==> config.mk <==
export PLATFORM = sky130hd
export DESIGN_NAME = smc_regs
export DESIGN_NICKNAME = d
export VERILOG_FILES = /design/src/hw/smc_pkg.sv /design/src/hw/smc_decode.sv /design/src/hw/smc_domain_field.sv /design/src/hw/smc_regs.sv
export VERILOG_INCLUDE_DIRS = /design/src /design/src/hw
export SDC_FILE = /design/constraint.sdc
export NUM_CORES = 1
export LEC_CHECK = 0
export BUFFER_PORTS_ARGS = -buffer_cell sky130_fd_sc_hd__buf_2
export CAP_MARGIN = 20
export CORE_ASPECT_RATIO = 1.2
export CORE_UTILIZATION = 40
export CTS_CLUSTER_DIAMETER = 100
export DETAILED_ROUTE_END_ITERATION = 10
export HOLD_SLACK_MARGIN = 0.05
export PLACE_DENSITY_LB_ADDON = 0.05
export SLEW_MARGIN = 40
export SYNTH_ARGS = -nofsm -noshare
export SYNTH_HDL_FRONTEND = slang
export SYNTH_SLANG_ARGS = --single-unit
==> constraint.sdc <==
create_clock -name clk -period 4.35 [get_ports clk]
set_input_delay 0.87 -clock clk [delete_from_list [all_inputs] [get_ports clk]]
set_output_delay 0.87 -clock clk [all_outputs]
set_load 0.03 [all_outputs]
==> src/hw/smc_defines.svh <==
`ifndef SMC_DEFINES_SVH
`define SMC_DEFINES_SVH
// Coprocessor selection
`define SMC_COPROC_NUM 4'hF
`define SMC_OPC1 3'h0
`define SMC_CRM 4'h0
`define SMC_OPC2 3'h0
`define SMC_CRN_CTRL 4'h1
`define SMC_CRN_TTB 4'h2
`define SMC_CRN_DAC 4'h3
// Control register fields
`define SMC_B_FI 21
`define SMC_B_L4 15
`define SMC_B_RR 14
`define SMC_B_V 13
`define SMC_B_I 12
`define SMC_B_Z 11
`define SMC_B_R 9
`define SMC_B_S 8
`define SMC_B_B 7
`define SMC_B_W 3
`define SMC_B_C 2
`define SMC_B_A 1
`define SMC_B_M 0
`define SMC_CTRL_SBO 32'h0000_0070
`define SMC_CTRL_RST 32'h0000_0008
`define SMC_TTB_LSB 14
`define SMC_TTB_RST 18'h0_0000
`define SMC_DAC_RST 32'h0000_0000
`define SMC_WB_SLOTS_FI 4'h4
`define SMC_WB_SLOTS_NORM 4'h8
`define SMC_VEC_HIGH 32'hFFFF_0000
`define SMC_VEC_LOW 32'h0000_0000
`endif

==> src/hw/smc_pkg.sv <==
package smc_pkg;
  typedef struct packed {
    logic valid;
    logic write;
    logic [3:0] coproc;
    logic [2:0] opc1;
    logic [3:0] crn;
    logic [3:0] secondary_reg_field;
    logic [2:0] opc2;
    logic [31:0] wdata;
  } smc_xfer_t;

  typedef struct packed {
    logic fast_irq_mode;
    logic [3:0] wb_slots;
    logic hit_under_miss;
    logic streaming_en;
    logic core_nonblocking;
    logic pc_load_state_legacy;
    logic round_robin_victim;
    logic [31:0] vector_base;
    logic icache_en;
    logic branch_pred_en;
    logic rom_prot_en;
    logic sys_prot_en;
    logic big_endian;
    logic wbuf_en;
    logic dcache_en;
    logic align_check_en;
    logic mmu_en;
  } smc_ctrl_t;

  typedef enum logic [1:0] {
    SMC_DOM_NONE = 2'b00,
    SMC_DOM_CLIENT = 2'b01,
    SMC_DOM_RSVD = 2'b10,
    SMC_DOM_MANAGER = 2'b11
  } smc_dom_t;
endpackage

==> src/hw/smc_decode.sv <==
`include "smc_defines.svh"
module smc_decode (
  input wire smc_pkg::smc_xfer_t xfer,
  output logic sel_ctrl,
  output logic sel_ttb,
  output logic sel_dac
);
  import smc_pkg::*;
  logic base_hit;
  // Coprocessor, opcode and secondary field must all match
  assign base_hit = xfer.valid && xfer.coproc == `SMC_COPROC_NUM && xfer.opc1 == `SMC_OPC1
    && xfer.secondary_reg_field == `SMC_CRM && xfer.opc2 == `SMC_OPC2;
  assign sel_ctrl = base_hit && xfer.crn == `SMC_CRN_CTRL;
  assign sel_ttb = base_hit && xfer.crn == `SMC_CRN_TTB;
  assign sel_dac = base_hit && xfer.crn == `SMC_CRN_DAC;
endmodule

==> src/hw/smc_domain_field.sv <==
module smc_domain_field (
  input wire logic [1:0] code,
  output logic allowed,
  output logic check_perm,
  output logic dom_fault
);
  import smc_pkg::*;
  smc_dom_t dom;
  assign dom = smc_dom_t'(code);
  always_comb begin
    allowed = 1'b0;
    check_perm = 1'b0;
    dom_fault = 1'b1;
    unique case (dom)
      SMC_DOM_NONE: begin
        dom_fault = 1'b1;
      end
      SMC_DOM_CLIENT: begin
        allowed = 1'b1;
        check_perm = 1'b1;
        dom_fault = 1'b0;
      end
      SMC_DOM_RSVD: begin
        dom_fault = 1'b1;
      end
      SMC_DOM_MANAGER: begin
        allowed = 1'b1;
        dom_fault = 1'b0;
      end
    endcase
  end
endmodule

==> src/hw/smc_regs.sv <==
// What this block does
// - Bit 21 fast-irq: four write slots, no hit-under-miss or streaming, blocking
// - Bits 31:22 read unpredictable; software writes zero or read-back value
// - Bit 15 set keeps state bit unchanged on PC loads
// - Bit 14 picks round-robin victim, else random; reset clears
// - Bit 13 puts vectors at high or low base
// - Bit 12 enables instruction cache; reset clears
// - Bit 11 enables branch prediction; reset clears
// - Bit 9 enables ROM protection; reset clears
// - Bit 8 enables system protection in both units; reset clears
// - Bit 7 selects big-endian when set
// - Bits 6:4 always read ones; software writes ones
// - Bit 3 enables write buffer; reset sets it
// - Bit 2 enables data cache; reset clears
// - Bit 1 enables alignment fault checking; reset clears
// - Bit 0 enables both memory management units; reset clears
// - Table base reads pointer in 31:14, low bits unpredictable
// - Table base write takes bits 31:14; software gives zero low bits
// - Domain register holds sixteen two-bit fields, domain 15 at top
// - Domain read returns all fields; write replaces all
// - Transfers use coprocessor 15, opcode 0, c0/0; c1,c2,c3 select registers
// - Vector and endian bits take synchronised strap levels on the third enabled clock after reset
// - Domain codes: none, client, reserved-as-none, manager
// - Every domain write invalidates unlocked translation buffer entries
`include "smc_defines.svh"
module smc_regs #(
  parameter int DOMAINS = 16
) (
  input wire logic clk,
  input wire logic resetn,
  input wire logic clk_en,
  input wire logic high_vector_strap,
  input wire logic big_endian_strap,
  input wire smc_pkg::smc_xfer_t xfer,
  output logic xfer_ack,
  output logic [31:0] rdata,
  output smc_pkg::smc_ctrl_t ctrl,
  output logic [17:0] level1_table_pointer,
  output logic [31:0] domain_fields,
  output logic tlb_inval_unlocked,
  output logic [DOMAINS-1:0] dom_allowed,
  output logic [DOMAINS-1:0] dom_check_perm,
  output logic [DOMAINS-1:0] dom_fault
);
  import smc_pkg::*;
  logic sel_ctrl;
  logic sel_ttb;
  logic sel_dac;
  logic [31:0] ctrl_reg;
  logic [31:0] upper_hold;
  logic [1:0] strap_cnt;
  logic strap_load;
  logic [1:0] hv_sync;
  logic [1:0] be_sync;
  logic wr_ctrl;
  logic wr_ttb;
  logic wr_dac;
  logic [31:0] next_rdata;

  smc_decode u_decode (
    .xfer(xfer),
    .sel_ctrl(sel_ctrl),
    .sel_ttb(sel_ttb),
    .sel_dac(sel_dac)
  );

  assign wr_ctrl = clk_en && sel_ctrl && xfer.write;
  assign wr_ttb = clk_en && sel_ttb && xfer.write;
  assign wr_dac = clk_en && sel_dac && xfer.write;

  // Strap synchronisers
  always_ff @(posedge clk or negedge resetn) begin
    if (!resetn) begin
      hv_sync <= 2'b00;
      be_sync <= 2'b00;
    end else if (clk_en) begin
      hv_sync <= {hv_sync[0], high_vector_strap};
      be_sync <= {be_sync[0], big_endian_strap};
    end
  end

  // Straps loaded once the synchronisers settle; a software write cancels the load
  always_ff @(posedge clk or negedge resetn) begin
    if (!resetn) begin
      strap_cnt <= 2'h0;
    end else if (wr_ctrl) begin
      strap_cnt <= 2'h3;
    end else if (clk_en && strap_cnt != 2'h3) begin
      strap_cnt <= strap_cnt + 2'h1;
    end
  end

  assign strap_load = clk_en && !wr_ctrl && strap_cnt == 2'h2;

  // Control register
  always_ff @(posedge clk or negedge resetn) begin
    if (!resetn) begin
      ctrl_reg <= `SMC_CTRL_RST;
    end else if (clk_en) begin
      if (wr_ctrl) begin
        ctrl_reg <= 32'h0000_0000;
        ctrl_reg[`SMC_B_FI] <= xfer.wdata[`SMC_B_FI];
        ctrl_reg[`SMC_B_L4] <= xfer.wdata[`SMC_B_L4];
        ctrl_reg[`SMC_B_RR] <= xfer.wdata[`SMC_B_RR];
        ctrl_reg[`SMC_B_V] <= xfer.wdata[`SMC_B_V];
        ctrl_reg[`SMC_B_I] <= xfer.wdata[`SMC_B_I];
        ctrl_reg[`SMC_B_Z] <= xfer.wdata[`SMC_B_Z];
        ctrl_reg[`SMC_B_R] <= xfer.wdata[`SMC_B_R];
        ctrl_reg[`SMC_B_S] <= xfer.wdata[`SMC_B_S];
        ctrl_reg[`SMC_B_B] <= xfer.wdata[`SMC_B_B];
        ctrl_reg[`SMC_B_W] <= xfer.wdata[`SMC_B_W];
        ctrl_reg[`SMC_B_C] <= xfer.wdata[`SMC_B_C];
        ctrl_reg[`SMC_B_A] <= xfer.wdata[`SMC_B_A];
        ctrl_reg[`SMC_B_M] <= xfer.wdata[`SMC_B_M];
      end else if (strap_load) begin
        ctrl_reg[`SMC_B_V] <= hv_sync[1];
        ctrl_reg[`SMC_B_B] <= be_sync[1];
      end
    end
  end

  // Upper bits keep what software last wrote
  always_ff @(posedge clk or negedge resetn) begin
    if (!resetn) begin
      upper_hold <= 32'h0000_0000;
    end else if (clk_en && wr_ctrl) begin
      upper_hold <= {xfer.wdata[31:22], 22'h00_0000};
    end
  end

  // Translation table base
  always_ff @(posedge clk or negedge resetn) begin
    if (!resetn) begin
      level1_table_pointer <= `SMC_TTB_RST;
    end else if (wr_ttb) begin
      level1_table_pointer <= xfer.wdata[31:`SMC_TTB_LSB];
    end
  end

  // Domain access control
  always_ff @(posedge clk or negedge resetn) begin
    if (!resetn) begin
      domain_fields <= `SMC_DAC_RST;
      tlb_inval_unlocked <= 1'b0;
    end else if (clk_en) begin
      tlb_inval_unlocked <= wr_dac;
      if (wr_dac) begin
        domain_fields <= xfer.wdata;
      end
    end
  end

  // Per-domain decode
  genvar gi;
  generate
    for (gi = 0; gi < DOMAINS; gi++) begin : g_dom
      smc_domain_field u_field (
        .code(domain_fields[2*gi+1:2*gi]),
        .allowed(dom_allowed[gi]),
        .check_perm(dom_check_perm[gi]),
        .dom_fault(dom_fault[gi])
      );

    end
  endgenerate

  // Read data
  always_comb begin
    next_rdata = 32'h0000_0000;
    if (sel_ctrl) begin
      next_rdata = (ctrl_reg & 32'h0000_FFFF) | {10'h000, ctrl_reg[21], 21'h00_0000};
      next_rdata = next_rdata | upper_hold | `SMC_CTRL_SBO;
    end else if (sel_ttb) begin
      next_rdata = {level1_table_pointer, 14'h0000};
    end else if (sel_dac) begin
      next_rdata = domain_fields;
    end
  end

  always_ff @(posedge clk or negedge resetn) begin
    if (!resetn) begin
      rdata <= 32'h0000_0000;
      xfer_ack <= 1'b0;
    end else if (clk_en) begin
      xfer_ack <= sel_ctrl || sel_ttb || sel_dac;
      if (!xfer.write && (sel_ctrl || sel_ttb || sel_dac)) begin
        rdata <= next_rdata;
      end
    end
  end

  // Control outputs
  always_comb begin
    ctrl.fast_irq_mode = ctrl_reg[`SMC_B_FI];
    ctrl.wb_slots = ctrl_reg[`SMC_B_FI] ? `SMC_WB_SLOTS_FI : `SMC_WB_SLOTS_NORM;
    ctrl.hit_under_miss = !ctrl_reg[`SMC_B_FI];
    ctrl.streaming_en = !ctrl_reg[`SMC_B_FI];
    ctrl.core_nonblocking = !ctrl_reg[`SMC_B_FI];
    ctrl.pc_load_state_legacy = ctrl_reg[`SMC_B_L4];
    ctrl.round_robin_victim = ctrl_reg[`SMC_B_RR];
    ctrl.vector_base = ctrl_reg[`SMC_B_V] ? `SMC_VEC_HIGH : `SMC_VEC_LOW;
    ctrl.icache_en = ctrl_reg[`SMC_B_I];
    ctrl.branch_pred_en = ctrl_reg[`SMC_B_Z];
    ctrl.rom_prot_en = ctrl_reg[`SMC_B_R];
    ctrl.sys_prot_en = ctrl_reg[`SMC_B_S];
    ctrl.big_endian = ctrl_reg[`SMC_B_B];
    ctrl.wbuf_en = ctrl_reg[`SMC_B_W];
    ctrl.dcache_en = ctrl_reg[`SMC_B_C];
    ctrl.align_check_en = ctrl_reg[`SMC_B_A];
    ctrl.mmu_en = ctrl_reg[`SMC_B_M];
  end
endmodule

## After elaboration in Yosys (flattened, before gate mapping)

Cells that the tools add are included.

- Bits in registers: 113
- Latch bits: 0
- RAM bits: 0
- ROM bits: 0
- Bits of input ports: 57
- Output and inout port bits: 183
- Logic and storage cells: 207
- Memories kept: 0

- Add/subtract/negate cells: 1
- $mul: 0
- Div/mod/pow operators: 0
- Order comparisons: 0
- Equality and inequality tests: 54
- Shift operators: 0
- Mux-type cells: 59
- Bitwise logic cells: 2
- Reductions and logical operators: 80

Operator list:

| cell | count |
|---|---|
| $mux 32 | 4 |
| $eq 2x2->1 const B | 33 |
| $reduce_or 2->1 | 32 |
| $mux 1 | 36 |
| $eq 2x1->1 const B | 16 |
| $logic_not 2->1 | 16 |
| $or 22x32->32 | 1 |
| $pmux 1 s2 | 16 |
| $or 16x22->22 | 1 |
| $logic_and 1x1->1 | 18 |
| $eq 4x2->1 const B | 2 |
| $reduce_and 2->1 | 4 |
| $logic_not 3->1 | 2 |
| $eq 4x1->1 const B | 1 |
| $eq 4x4->1 const B | 1 |
| $logic_not 4->1 | 1 |
| $mux 2 | 2 |
| $mux 4 | 1 |
| $reduce_bool 2->1 | 2 |
| $logic_not 1->1 | 3 |
| $add 2x1->2 const B | 1 |
| $logic_or 1x1->1 | 2 |
| $ne 2x2->1 const B | 1 |

## Logic depth before layout (Yosys ltp)

Gate-level depths: netlist of run 1.

- Depth in word-level cells: 13
- Gate-level depth with buffers: 6
- Gate-level depth less buffers: 5

## Modules after synthesis

From an unflattened synthesis of run 1, not the netlist that was laid out.

- Cells, all modules: 469
- Area total of the unflattened synthesis: 5430.2 um^2

Modules (own cells, without submodules):

| module | instances | cells each | area an instance (um^2) | sequential area each (um^2) |
|---|---|---|---|---|
| smc_regs | 1 | 410 | 5088.6 | 2829.0 |
| smc_domain_field | 16 | 3 | 16.3 | 0.0 |
| smc_decode | 1 | 11 | 81.3 | 0.0 |

## Worst setup path after synthesis of run 1

Ideal clock, no wire load.

- Path kind: input-to-reg
- From: input xfer[36] (netlist bit)
- To: register level1_table_pointer[0]
- Setup time: 125 ps
- Data arrival time: 2444 ps
- Data required time: 4225 ps
- Slack: 1781 ps
- Stages: 6
- Path buffers: 2
- Cells stage by stage: nor4_4 nand4_2 or4_4 buf_6 buf_8 mux2_4

- Word-level cells in the longest chain between the ends: 6

RTL lines:

| element | line | source |
|---|---|---|
| from (decl) | smc_regs.sv:34 | `input wire smc_pkg::smc_xfer_t xfer,` |
| $logic_not 4->1 (no line) | n/a |  |
| $logic_and 1x1->1 (no line) (3 in a row) | n/a |  |
| $logic_and 1x1->1 (2 in a row) | smc_regs.sv:68 | `assign wr_ttb = clk_en && sel_ttb && xfer.write;` |
| to (signal assigned) | smc_regs.sv:134 | `` level1_table_pointer <= `SMC_TTB_RST; `` |
| to (signal assigned) | smc_regs.sv:136 | `` level1_table_pointer <= xfer.wdata[31:`SMC_TTB_LSB]; `` |
| to (decl) | smc_regs.sv:38 | `output logic [17:0] level1_table_pointer,` |

Every way passes these cells.
A chain may end at the register's enable or synchronous reset.

## Final worst setup path of run 1

- From: input xfer[39] (netlist bit)
- To: register upper_hold[23]

- Word-level cells in the longest chain between the ends: 5

RTL lines:

| element | line | source |
|---|---|---|
| $eq 4x1->1 (no line) | n/a |  |
| $logic_and 1x1->1 (no line) | n/a |  |
| $logic_and 1x1->1 (2 in a row) | smc_regs.sv:67 | `assign wr_ctrl = clk_en && sel_ctrl && xfer.write;` |
| $logic_and 1x1->1 | smc_regs.sv:126 | `end else if (clk_en && wr_ctrl) begin` |
| to (signal assigned) | smc_regs.sv:127 | `upper_hold <= {xfer.wdata[31:22], 22'h00_0000};` |
| to (decl) | smc_regs.sv:50 | `logic [31:0] upper_hold;` |

Every way passes these cells.

==> summary.md, run 1 <==
| Metric | Value |
|---|---|
| Status | finished, final reports clean |
| Largest net degree at the start of global routing | 71 |
| Die X | 112 µm |
| Tcrit/Tclk final | 0.619 |
| Achievable Freq | 371 MHz |
| CP endpoint kind | register |
| End point of the critical path | upper_hold[23] |
| Crit Path Class | primary input to register |
| Number of flops mapped to enable cells by yosys | 0 |
| Full die area | 0.0151 mm² |
| Fin. Hold Viols | 0 |
| CP Data Required Time | 4.63 ns |
| Post-Synth Simple-Gate Area | 0.0726 |
| Share of the synthesized area in the top cell type | 0.478 |
| # setup viols final | 0 |
| Skew final | 0.00600 ns |
| Finished Layout Cells | 820 |
| Critical-path maximum fanout | 22 |
| Netlist cell types | 38 |
| Largest regs | domain_fields x32, rdata x32, level1_table_pointer x18 |
| Fin nets | 690 |
| Antenna Nets Post-Route | 0 |
| Clock Path Buffers | 2 |
| Drt total wl | 13800 µm |
| Reg2reg path depth | 5 |
| Sw Share | 0.263 |
| Async S/R FF share, synth | 1.00 |
| Hold_buf cts | 0 |
| Post-Syn Area | 0.00586 mm² |
| Commonest cells post-synth | dfrtp_1, mux2_2, buf_4, clkbuf_1, inv_1 |
| Residual DRC | 0 |
| Vias | 4032 |
| CTS tree | yes |
| Final HPWL DP | 9590 µm |
| Post CTS Setup Buffer Count | 0 |
| Seq pwr share | 0.361 |
| Clk_lat worst skew | 0.40 ns |
| Syn avg cell area | 12.0 µm² |
| Unrepaired setup endpoints after global routing | no |
| Register area share after synthesis | 0.483 |
| Synthesis-to-finish area growth | 22.8% |
| LEAKAGE | 4.10 nW |
| Logic pwr share | 0.139 |
| WP data arrival | 2.97 ns |
| Total track usage | 0.186 |
| Dominant cell by count in the synthesized netlist | dfrtp_1 |
| Top cells by area, synth | dfrtp_1, mux2_2, buf_4, mux2_4, mux2i_1 |
| Critical path launch point | xfer[39] |
| 1st-iter DRT viols | 119 |
| Layout cells sized above 1 | 0.596 |
| CP Launch Type | primary input |
| GR Overflow Total | 0 |
| Initial Util | 0.408 |
| Cells after Synth | 489 |
| Core area | 0.0144 mm² |
| Avg WL per Cell | 16.8 µm |
| Number of fillers in the final layout | 1342 |
| Worst-Margin Slew | 0.728 ns |
| Fin. max-slew vios | 0 |
| Antenna violations before repair | 2 |
| Max-cap violations | 0 |
| Ports | 240 |
| Clock network fraction of design power | 0.501 |
| Compound-Gate Fraction of Synth Area | 0.0408 |
| Clk Tree Root Cell | clkbuf_16 |
| P_int | 0.00226 W |
| RR Startpoint | strap_cnt[0] |
| Die height | 135 µm |
| Max-slew headroom | 0.514 |
| Vias in the first global route | 3928 |
| Adder-Cell Fraction of Synth Area | 0.00427 |
| Synth Flop Type | dfrtp_1 |
| Post-synthesis xor/xnor area fraction | 0.00150 |
| Yosys Warn Count | 0 |
| Final setup TNS | 0 ns |
| Clk slew on worst S/H paths | 0.05 ns |
| Post-CTS Resized | 0 |
| Synth Register Bits | 113 |
| DR pass1 iterations | 4 |
| Internal reg-to-reg setup slack | 2.92 ns |
| Sw power | 0.000806 W |
| CTS buffer count | 17 |
| Hold Crit Class | primary input to asynchronous set/reset pin |
| Global-route wire length before repair | 21500 µm |
| Post-synth top area cell | dfrtp_1 |
| Clk sinks | 113 |
| Main combinational cell family by area after synthesis | multiplexers |
| Via-to-Cell Ratio | 4.92 |
| Row cnt | 48 |
| Final GP Congestion | 0.692 |
| Port Buffer Count | 221 |
| Peak VDD IR | 0.193 mV |
| Post-route minimum period | 2.69 ns |
| Placed cells | 787 |
| Cell Pwr Density | 426 mW/mm² |
| Mux cell area share after synthesis | 0.245 |
| H-tree depth | 4 |
| FF-to-FF End | ctrl_reg[13] |
==> power by group through the flow <==
| stage | clock [W] | sequential, W | combinational [W] |
|---|---|---|---|
| after floorplan | 0 | 0.00114 | 0.000367 |
| after global placement | 0 | 0.00112 | 0.000425 |
| after detailed placement | 0 | 0.00112 | 0.000430 |
| after CTS | 0.00156 | 0.00111 | 0.000431 |
| after global routing | 0.00162 | 0.00111 | 0.000454 |
| final | 0.00153 | 0.00111 | 0.000425 |
==> how the worst min path moves through the flow <==
| stage | end | slack (ns) | depth (start not counted) |
|---|---|---|---|
| final | domain_fields[8] | 0.46 | 1 |
| after global routing | rdata[25] | 0.49 | 1 |
| after CTS | rdata[23] | 0.48 | 1 |
| after detailed placement | rdata[30] | 0.46 | 1 |
| after global placement | rdata[15] | 0.46 | 1 |
| after floorplan | be_sync[0] | 0.47 | 1 |
==> critical path, cell delays in order <==
cell and delay [ns]:
buf_2 0.47, nand2_1 0.60, nor4_4 0.33, buf_4 0.32, mux2_2 0.37
==> area by class of cell <==
| type | count | area, µm² | area share |
|---|---|---|---|
| clock buffers | 22 | 474 | 0.0659 |
| repair buffers | 231 | 1190 | 0.165 |
| multi-input cells | 249 | 2230 | 0.310 |
| flip-flops and latches | 113 | 2830 | 0.393 |
| inverters | 19 | 71.3 | 0.00991 |
| diodes | 1 | 2.50 | 0.000348 |
| well taps | 175 | 219 | 0.0304 |
| clock inverters | 10 | 180 | 0.0250 |
==> per-layer routing <==
| layer | vias to the layer above | GRT usage | part of all wire |
|---|---|---|---|
| li1 | 1867 | - | - |
| met1 | 2000 | 0.232 | 0.43 |
| met2 | 153 | 0.316 | 0.50 |
| met3 | 10 | 0.0516 | 0.055 |
| met4 | 2 | 0.0533 | 0.0088 |
| met5 | - | 0 | 0.00087 |
==> metrics by stage <==
stage                     cell area (µm²)  power, W  hold WS (ns)  utilization  setup slack, ns
after floorplan                      5920   0.00151         0.475            -             1.78
after global placement               6530   0.00155         0.458        0.455             1.21
after detailed placement             6540   0.00155         0.461        0.455             1.17
after CTS                            7190   0.00310         0.475        0.501             1.61
after global routing                 7200   0.00318         0.495        0.501             1.48
final                                7200   0.00306         0.464        0.501             1.66
==> cells in the final DEF, fill, tap and decap left out, drive strengths merged, types with 3 or more instances in the layout <==
| master | count |
|---|---|
| nor3 | 18 |
| clkbuf | 22 |
| clkinv | 3 |
| buf | 231 |
| a22oi | 13 |
| a21o | 14 |
| bufinv | 5 |
| dfrtp | 112 |
| conb | 18 |
| nand2 | 6 |
| inv | 19 |
| mux2 | 111 |
| nor2 | 17 |
| nor4 | 15 |
| mux2i | 15 |
==> kinds of logic (layout without fill, tap and decap cells) <==
kind of cell / Yosys count / after routing
AND/OR/NAND/NOR: 70 / 70
multiplexers: 126 / 126
buffers and inverters: 144 / 282
other: 1 / 19
adder cells (fa/ha/maj): 2 / 2
AO/OA/AOI/OAI: 32 / 32
flip-flops: 113 / 113
XOR/XNOR: 1 / 1
(Power assumes the default switching activity.)
==> run 2, diff against run 1 <==
==> constraint.sdc (replaced) <==
create_clock -name clk -period 2.4 [get_ports clk]
set_input_delay 0.48 -clock clk [delete_from_list [all_inputs] [get_ports clk]]
set_output_delay 0.48 -clock clk [all_outputs]
set_load 0.03 [all_outputs]
==> run 2 against run 1 <==
Compared with the run above:
- clock-buffer cell count decreased by 3
- global-route usage increased by 0.15 points
- setup slack got worse by 1.2 ns
- combinational power increased by 82%
- highest routed layer is now met4
==> summary.md, run 2 (same netlist as run 1, synthesis figures left out) <==
| Metric | Value |
|---|---|
| Fin nets | 700 (+1.4%) |
| Core area | 0.0144 mm² (unchanged) |
| CTS tree | yes |
| Placed Area | 0.00663 mm² (+1.5%) |
| Unrepaired setup endpoints after global routing | no |
| Via-to-Cell Ratio | 4.85 (-1.4%) |
| Crit-path max cell delay | 0.37 ns (-0.23 ns) |
| Residual DRC | 0 (unchanged) |
| Row cnt | 48 (unchanged) |
| Critical hold path startpoint | xfer[5] |
| Layout cells sized above 1 | 0.603 (+0.00710) |
| Ports | 240 (unchanged) |
| H-tree depth | 4 (unchanged) |
| Die X | 112 µm (unchanged) |
| Avg WL per Cell | 16.7 µm (-1.0%) |
| Final GP Congestion | 0.715 (+3.3%) |
| Critical path launch point | xfer[36] |
| Post-route minimum period | 1.99 ns |
| Antenna violations before repair | 0 (-2) |
| 1st-iter DRT viols | 118 (-0.84%) |
| Initial Util | 0.408 (unchanged) |
| Clk Tree Root Cell | clkbuf_16 |
| Fin. max-slew vios | 0 (unchanged) |
| Vias | 4014 (-0.45%) |
| Synthesis-to-finish area growth | 23.5% |
| Bufs and invs on worst path | 3 (+1) |
| Slowest-stage cell, CP | mux2_2 |
| RR Startpoint | strap_cnt[0] |
| Hold Crit Class | primary input to register |
| Largest net degree at the start of global routing | 65 (-8.5%) |
| Vias in the first global route | 4021 (+2.4%) |
| CP Cell Sequence | buf_2 > nor4_4 > nand4_2 > buf_4 > nor4_4 > buf_4 > mux2_2 |
| Die height | 135 µm (unchanged) |
| Critical-path maximum fanout | 15 (-32%) |
| WP data arrival | 2.28 ns (-0.69 ns) |
| Clock Path Buffers | 2 (unchanged) |
| Port Buffer Count | 221 (unchanged) |
| Diode count | 0 (-1) |
| Full die area | 0.0151 mm² (unchanged) |
| Most common cell after layout, fill and taps aside | buf_2 |
| Worst hold slack | 0.306 ns (-0.158 ns) |
| CP Data Required Time | 2.69 ns (-1.94 ns) |
| Global-route wire length before repair | 21500 µm (+0.22%) |
| Final setup TNS | 0 ns (unchanged) |
| Tcrit/Tclk final | 0.827 |
| Most frequent cells in the layout | buf_2, dfrtp_1, mux2_2 |
| GR Overflow Total | 0 (unchanged) |
| CP Launch Type | primary input |
| Final HPWL DP | 9810 µm (+2.3%) |
| Total track usage | 0.188 (+0.00150) |
| Post-CTS Resized | 0 (unchanged) |
| Achievable Freq | 504 MHz |
| Largest regs | domain_fields x32, rdata x32, level1_table_pointer x18 |
| Post CTS Setup Buffer Count | 0 (unchanged) |
| Fin. Hold Viols | 0 (unchanged) |
| Clk slew on worst S/H paths | 0.05 ns (about the same) |
| Skew final | 0.00463 ns (-0.00137 ns) |
| LEAKAGE | 4.13 nW (+0.67%) |
| DR pass1 iterations | 6 (+2) |
| Antenna Nets Post-Route | 0 (unchanged) |
| Max-cap violations | 0 (unchanged) |
| CP endpoint kind | register |
| Clk sinks | 113 (unchanged) |
| Crit path max-delay family | simple AND/OR/NAND/NOR gates |
| Cell Pwr Density | 731 mW/mm² (+72%) |
| Drt total wl | 13800 µm (about the same) |
| Status | finished, final reports clean |
| Fin area | 0.00723 mm² (+0.52%) |
| Clk_lat worst skew | 0.41 ns (about the same) |
| Crit Path Class | primary input to register |
| # setup viols final | 0 (unchanged) |
| Peak VDD IR | 0.364 mV (+88%) |
| Hold_buf cts | 1 (+1) |
| DP Worst Slack | -0.0499 ns (-1.22 ns) |
| Worst Slack Setup Final | 0.414 ns (-1.24 ns) |
| Power Total | 0.00529 W (+73%) |
| CTS buffer count | 17 (unchanged) |
## run 2: cell types whose count changed in the layout (fill, tap and decap cells not counted), moves of 2 or more
cell,change
buf_4,+7
clkinv_2,+4
buf_12,+3
bufinv_16,-2
clkbuf_1,-2
## run 2: where the power goes
group | internal (W) | switching (W)
combinational | 0.000229 | 0.000544
sequential | 0.00195 | 0.0000555
clock | 0.00166 | 0.000847
## run 2: layout make-up
cell class	instances	area, µm²
clock inverter	12	140
tap	175	219
fill	1322	7120
timing repair buffer	241	1300
clock buffer	19	453
sequential	113	2830
multi-input combinational	249	2220
inverter	19	71.3
## run 2: worst register-to-register path, cell delays in order, from the launching register on
cell and delay (ns):
dfrtp_1 0.38, inv_1 0.06, ha_1 0.19, nand2_1 0.11, mux2_2 0.34, mux2_2 0.25
## run 2: worst paths after layout
kind,slack (ns),endpoint,cells past startpoint
hold / removal,0.31,domain_fields[5],2
hold reg to reg,0.47,rdata[22],1
max in group asynchronous,1.17,ctrl_reg[3],3
min in group asynchronous,0.49,domain_fields[8],2
setup / recovery,0.41,upper_hold[28],7
setup reg to reg,0.96,ctrl_reg[13],5
## run 2: metal layers
metal	vias up	track usage	part of all wire
li1	1883	-	-
met1	1969	0.216	0.42
met2	150	0.332	0.51
met3	12	0.0592	0.059
met4	0	0.0600	0.010
met5	-	0	0
## run 2: metrics by stage
stage	utilization	cells
2_1_floorplan	-	506
3_3_place_gp	0.462	796
3_5_place_dp	0.462	796
4_1_cts	0.504	828
5_1_grt	0.504	828
6_report	0.504	828
==> run 3, diff against run 2 <==
==> constraint.sdc (replaced) <==
create_clock -name clk -period 1.8 [get_ports clk]
set_input_delay 0.36 -clock clk [delete_from_list [all_inputs] [get_ports clk]]
set_output_delay 0.36 -clock clk [all_outputs]
set_load 0.03 [all_outputs]
==> run 3 against run 2 <==
Compared with the run above:
- power up 35%
- via count up 1.7%
- worst hold slack worse by 0.12 ns
- critical path depth down 1
- clock-buffer cell count unchanged
- sequential share of layout area down 1.9 points
- final area up 5.2%
- flip-flop and latch count unchanged
- non-clock buffer count up 17
- routed wire length up 2.2%
- clock power up 36%
- largest cell class unchanged
==> summary.md, run 3 (same netlist as run 1, synthesis figures left out) <==
| Metric | Value |
|---|---|
| Status | finished, final reports clean |
| CP Launch Type | primary input |
| LEAKAGE | 4.27 nW (+3.5%) |
| # setup viols final | 0 (unchanged) |
| Logic pwr share | 0.147 (about the same) |
| Slowest-stage cell, CP | or4_4 |
| Final GP Congestion | 0.737 (+3.1%) |
| Most frequent cells in the layout | buf_2, dfrtp_1, mux2_4 |
| Antenna Nets Post-Route | 0 (unchanged) |
| Layout cells sized above 1 | 0.614 (+0.0106) |
| Tcrit/Tclk final | 0.962 |
| Avg WL per Cell | 16.7 µm (about the same) |
| Initial Util | 0.408 (unchanged) |
| Skew final | 0.00574 ns (+0.00111 ns) |
| Full die area | 0.0151 mm² (unchanged) |
| Vias | 4081 (+1.7%) |
| End point of the critical path | level1_table_pointer[1] |
| Fin. max-slew vios | 0 (unchanged) |
| Antenna violations before repair | 0 (unchanged) |
| Fin. Hold Viols | 0 (unchanged) |
| CP Data Required Time | 2.08 ns (-0.61 ns) |
| Crit Path Class | primary input to register |
| Clk_lat worst skew | 0.40 ns (about the same) |
| Ports | 240 (unchanged) |
| CTS buffer count | 17 (unchanged) |
| Reg2reg path depth | 5 (unchanged) |
| Critical-path maximum fanout | 18 (+3) |
| DP Worst Slack | -0.442 ns (-0.392 ns) |
| GR Overflow Total | 0 (unchanged) |
| Seq pwr share | 0.374 (-0.005) |
| H-tree depth | 4 (unchanged) |
| Residual DRC | 0 (unchanged) |
| Most common cell after layout, fill and taps aside | buf_2 |
| CP endpoint kind | register |
| Diode count | 0 (unchanged) |
| WP data arrival | 2.02 ns (-0.26 ns) |
| Row cnt | 48 (unchanged) |
| Worst Slack Setup Final | 0.0689 ns (-0.345 ns) |
| Sw Share | 0.277 (+0.00332) |
| 1st-iter DRT viols | 129 (+9.3%) |
| Global-route wire length before repair | 21900 µm (+1.6%) |
| Critical path launch point | xfer[37] |
| RR Startpoint | strap_cnt[0] |
| Total track usage | 0.190 (+0.00234) |
| Port Buffer Count | 221 (unchanged) |
| Drt total wl | 14100 µm (+2.2%) |
| Achievable Freq | 578 MHz |
| Internal reg-to-reg setup slack | 0.35 ns (-0.61 ns) |
| Final HPWL DP | 10200 µm (+4.0%) |
| Crit-path max cell delay | 0.53 ns (+0.16 ns) |
| Hold Crit Class | primary input to register |
| Fin nets | 717 (+2.4%) |
| Via-to-Cell Ratio | 4.82 (-0.49%) |
| Peak VDD IR | 0.699 mV (+92%) |
| Die X | 112 µm (unchanged) |
| Clock Path Buffers | 2 (unchanged) |
| DR pass1 iterations | 4 (-2) |
| Max-cap violations | 0 (unchanged) |
| FF-to-FF End | ctrl_reg[7] |
| Post-route minimum period | 1.73 ns |
| Vias in the first global route | 4091 (+1.7%) |
| Die height | 135 µm (unchanged) |
| Largest regs | domain_fields x32, rdata x32, level1_table_pointer x18 |
| Placed Area | 0.00693 mm² (+4.6%) |
| Unrepaired setup endpoints after global routing | no |
| Cell Pwr Density | 938 mW/mm² (+28%) |
| CP Cell Sequence | buf_2 > nor4_4 > nand4_4 > or4_4 > buf_12 > mux2_4 |
| Core area | 0.0144 mm² (unchanged) |
| Sw power | 0.00198 W (+37%) |
| P_int | 0.00516 W (+34%) |
| Clk sinks | 113 (unchanged) |
| Clock network fraction of design power | 0.478 (+0.004) |
| CTS tree | yes |
| Synthesis-to-finish area growth | 29.9% |
| Clk slew on worst S/H paths | 0.05 ns (about the same) |
| Clk Tree Root Cell | clkbuf_16 |
| Largest net degree at the start of global routing | 36 (-45%) |
| Fin area | 0.00761 mm² (+5.2%) |
[run 3: final cells by class]
type,count,area (µm²)
tap,175,219
sequential,113,2830
fill,1297,6740
clock inverter,13,160
multi-input combinational,249,2410
clock buffer,19,453
inverter,19,71.3
timing repair buffer,258,1470
[run 3: power by group through the flow]
stage	logic, W	clock network, W	registers, W
after floorplan	0.000891	0	0.00276
after global placement	0.00105	0	0.00271
after detailed placement	0.00106	0	0.00272
after CTS	0.00107	0.00350	0.00268
after global routing	0.00112	0.00364	0.00269
final	0.00105	0.00342	0.00267
[run 3: worst max-delay path: cells and delay by family]
family	cells	cell delay [ns]
buffers and inverters	2	0.30
multiplexers	1	0.30
AND/OR/NAND/NOR	3	1.06
[run 3: worst min-delay path by stage]
stage               depth (start not counted)                 to  startpoint  slack, ns
CTS                                         2   domain_fields[4]     xfer[4]       0.17
finish                                      2   domain_fields[4]     xfer[4]       0.19
floorplan                                   0         be_sync[0]      resetn       0.06
detailed placement                          1        ctrl_reg[8]      resetn       0.35
global route                                2   domain_fields[6]     xfer[6]       0.17
global placement                            1  domain_fields[12]      resetn       0.35
[run 3: repair_timing]
action,CTS,global route
setup endpoints to repair,3,46
endpoints found under the hold margin,25,0
gates resized for setup,1,2
pin swaps,1,4
hold buffers,1,0
buffers inserted,0,2
gates cloned,0,1
[run 3: stage by stage]
stage	hold WS (ns)	utilization	setup TNS, ns	instances	power (W)
6_report	0.189	0.530	0	846	0.00714
5_1_grt	0.167	0.530	0	846	0.00745
4_1_cts	0.168	0.527	0	843	0.00724
3_5_place_dp	0.351	0.483	-33.90	810	0.00378
3_3_place_gp	0.345	0.483	-30.57	810	0.00376
2_1_floorplan	0.0644	-	-7.87	506	0.00365
[run 3: layer usage]
metal,track usage,vias to the layer above,share of wire
met5,0,-,0
met4,0.0556,0,0.0092
met3,0.0588,13,0.058
met2,0.329,139,0.51
met1,0.227,2015,0.43
li1,-,1914,-
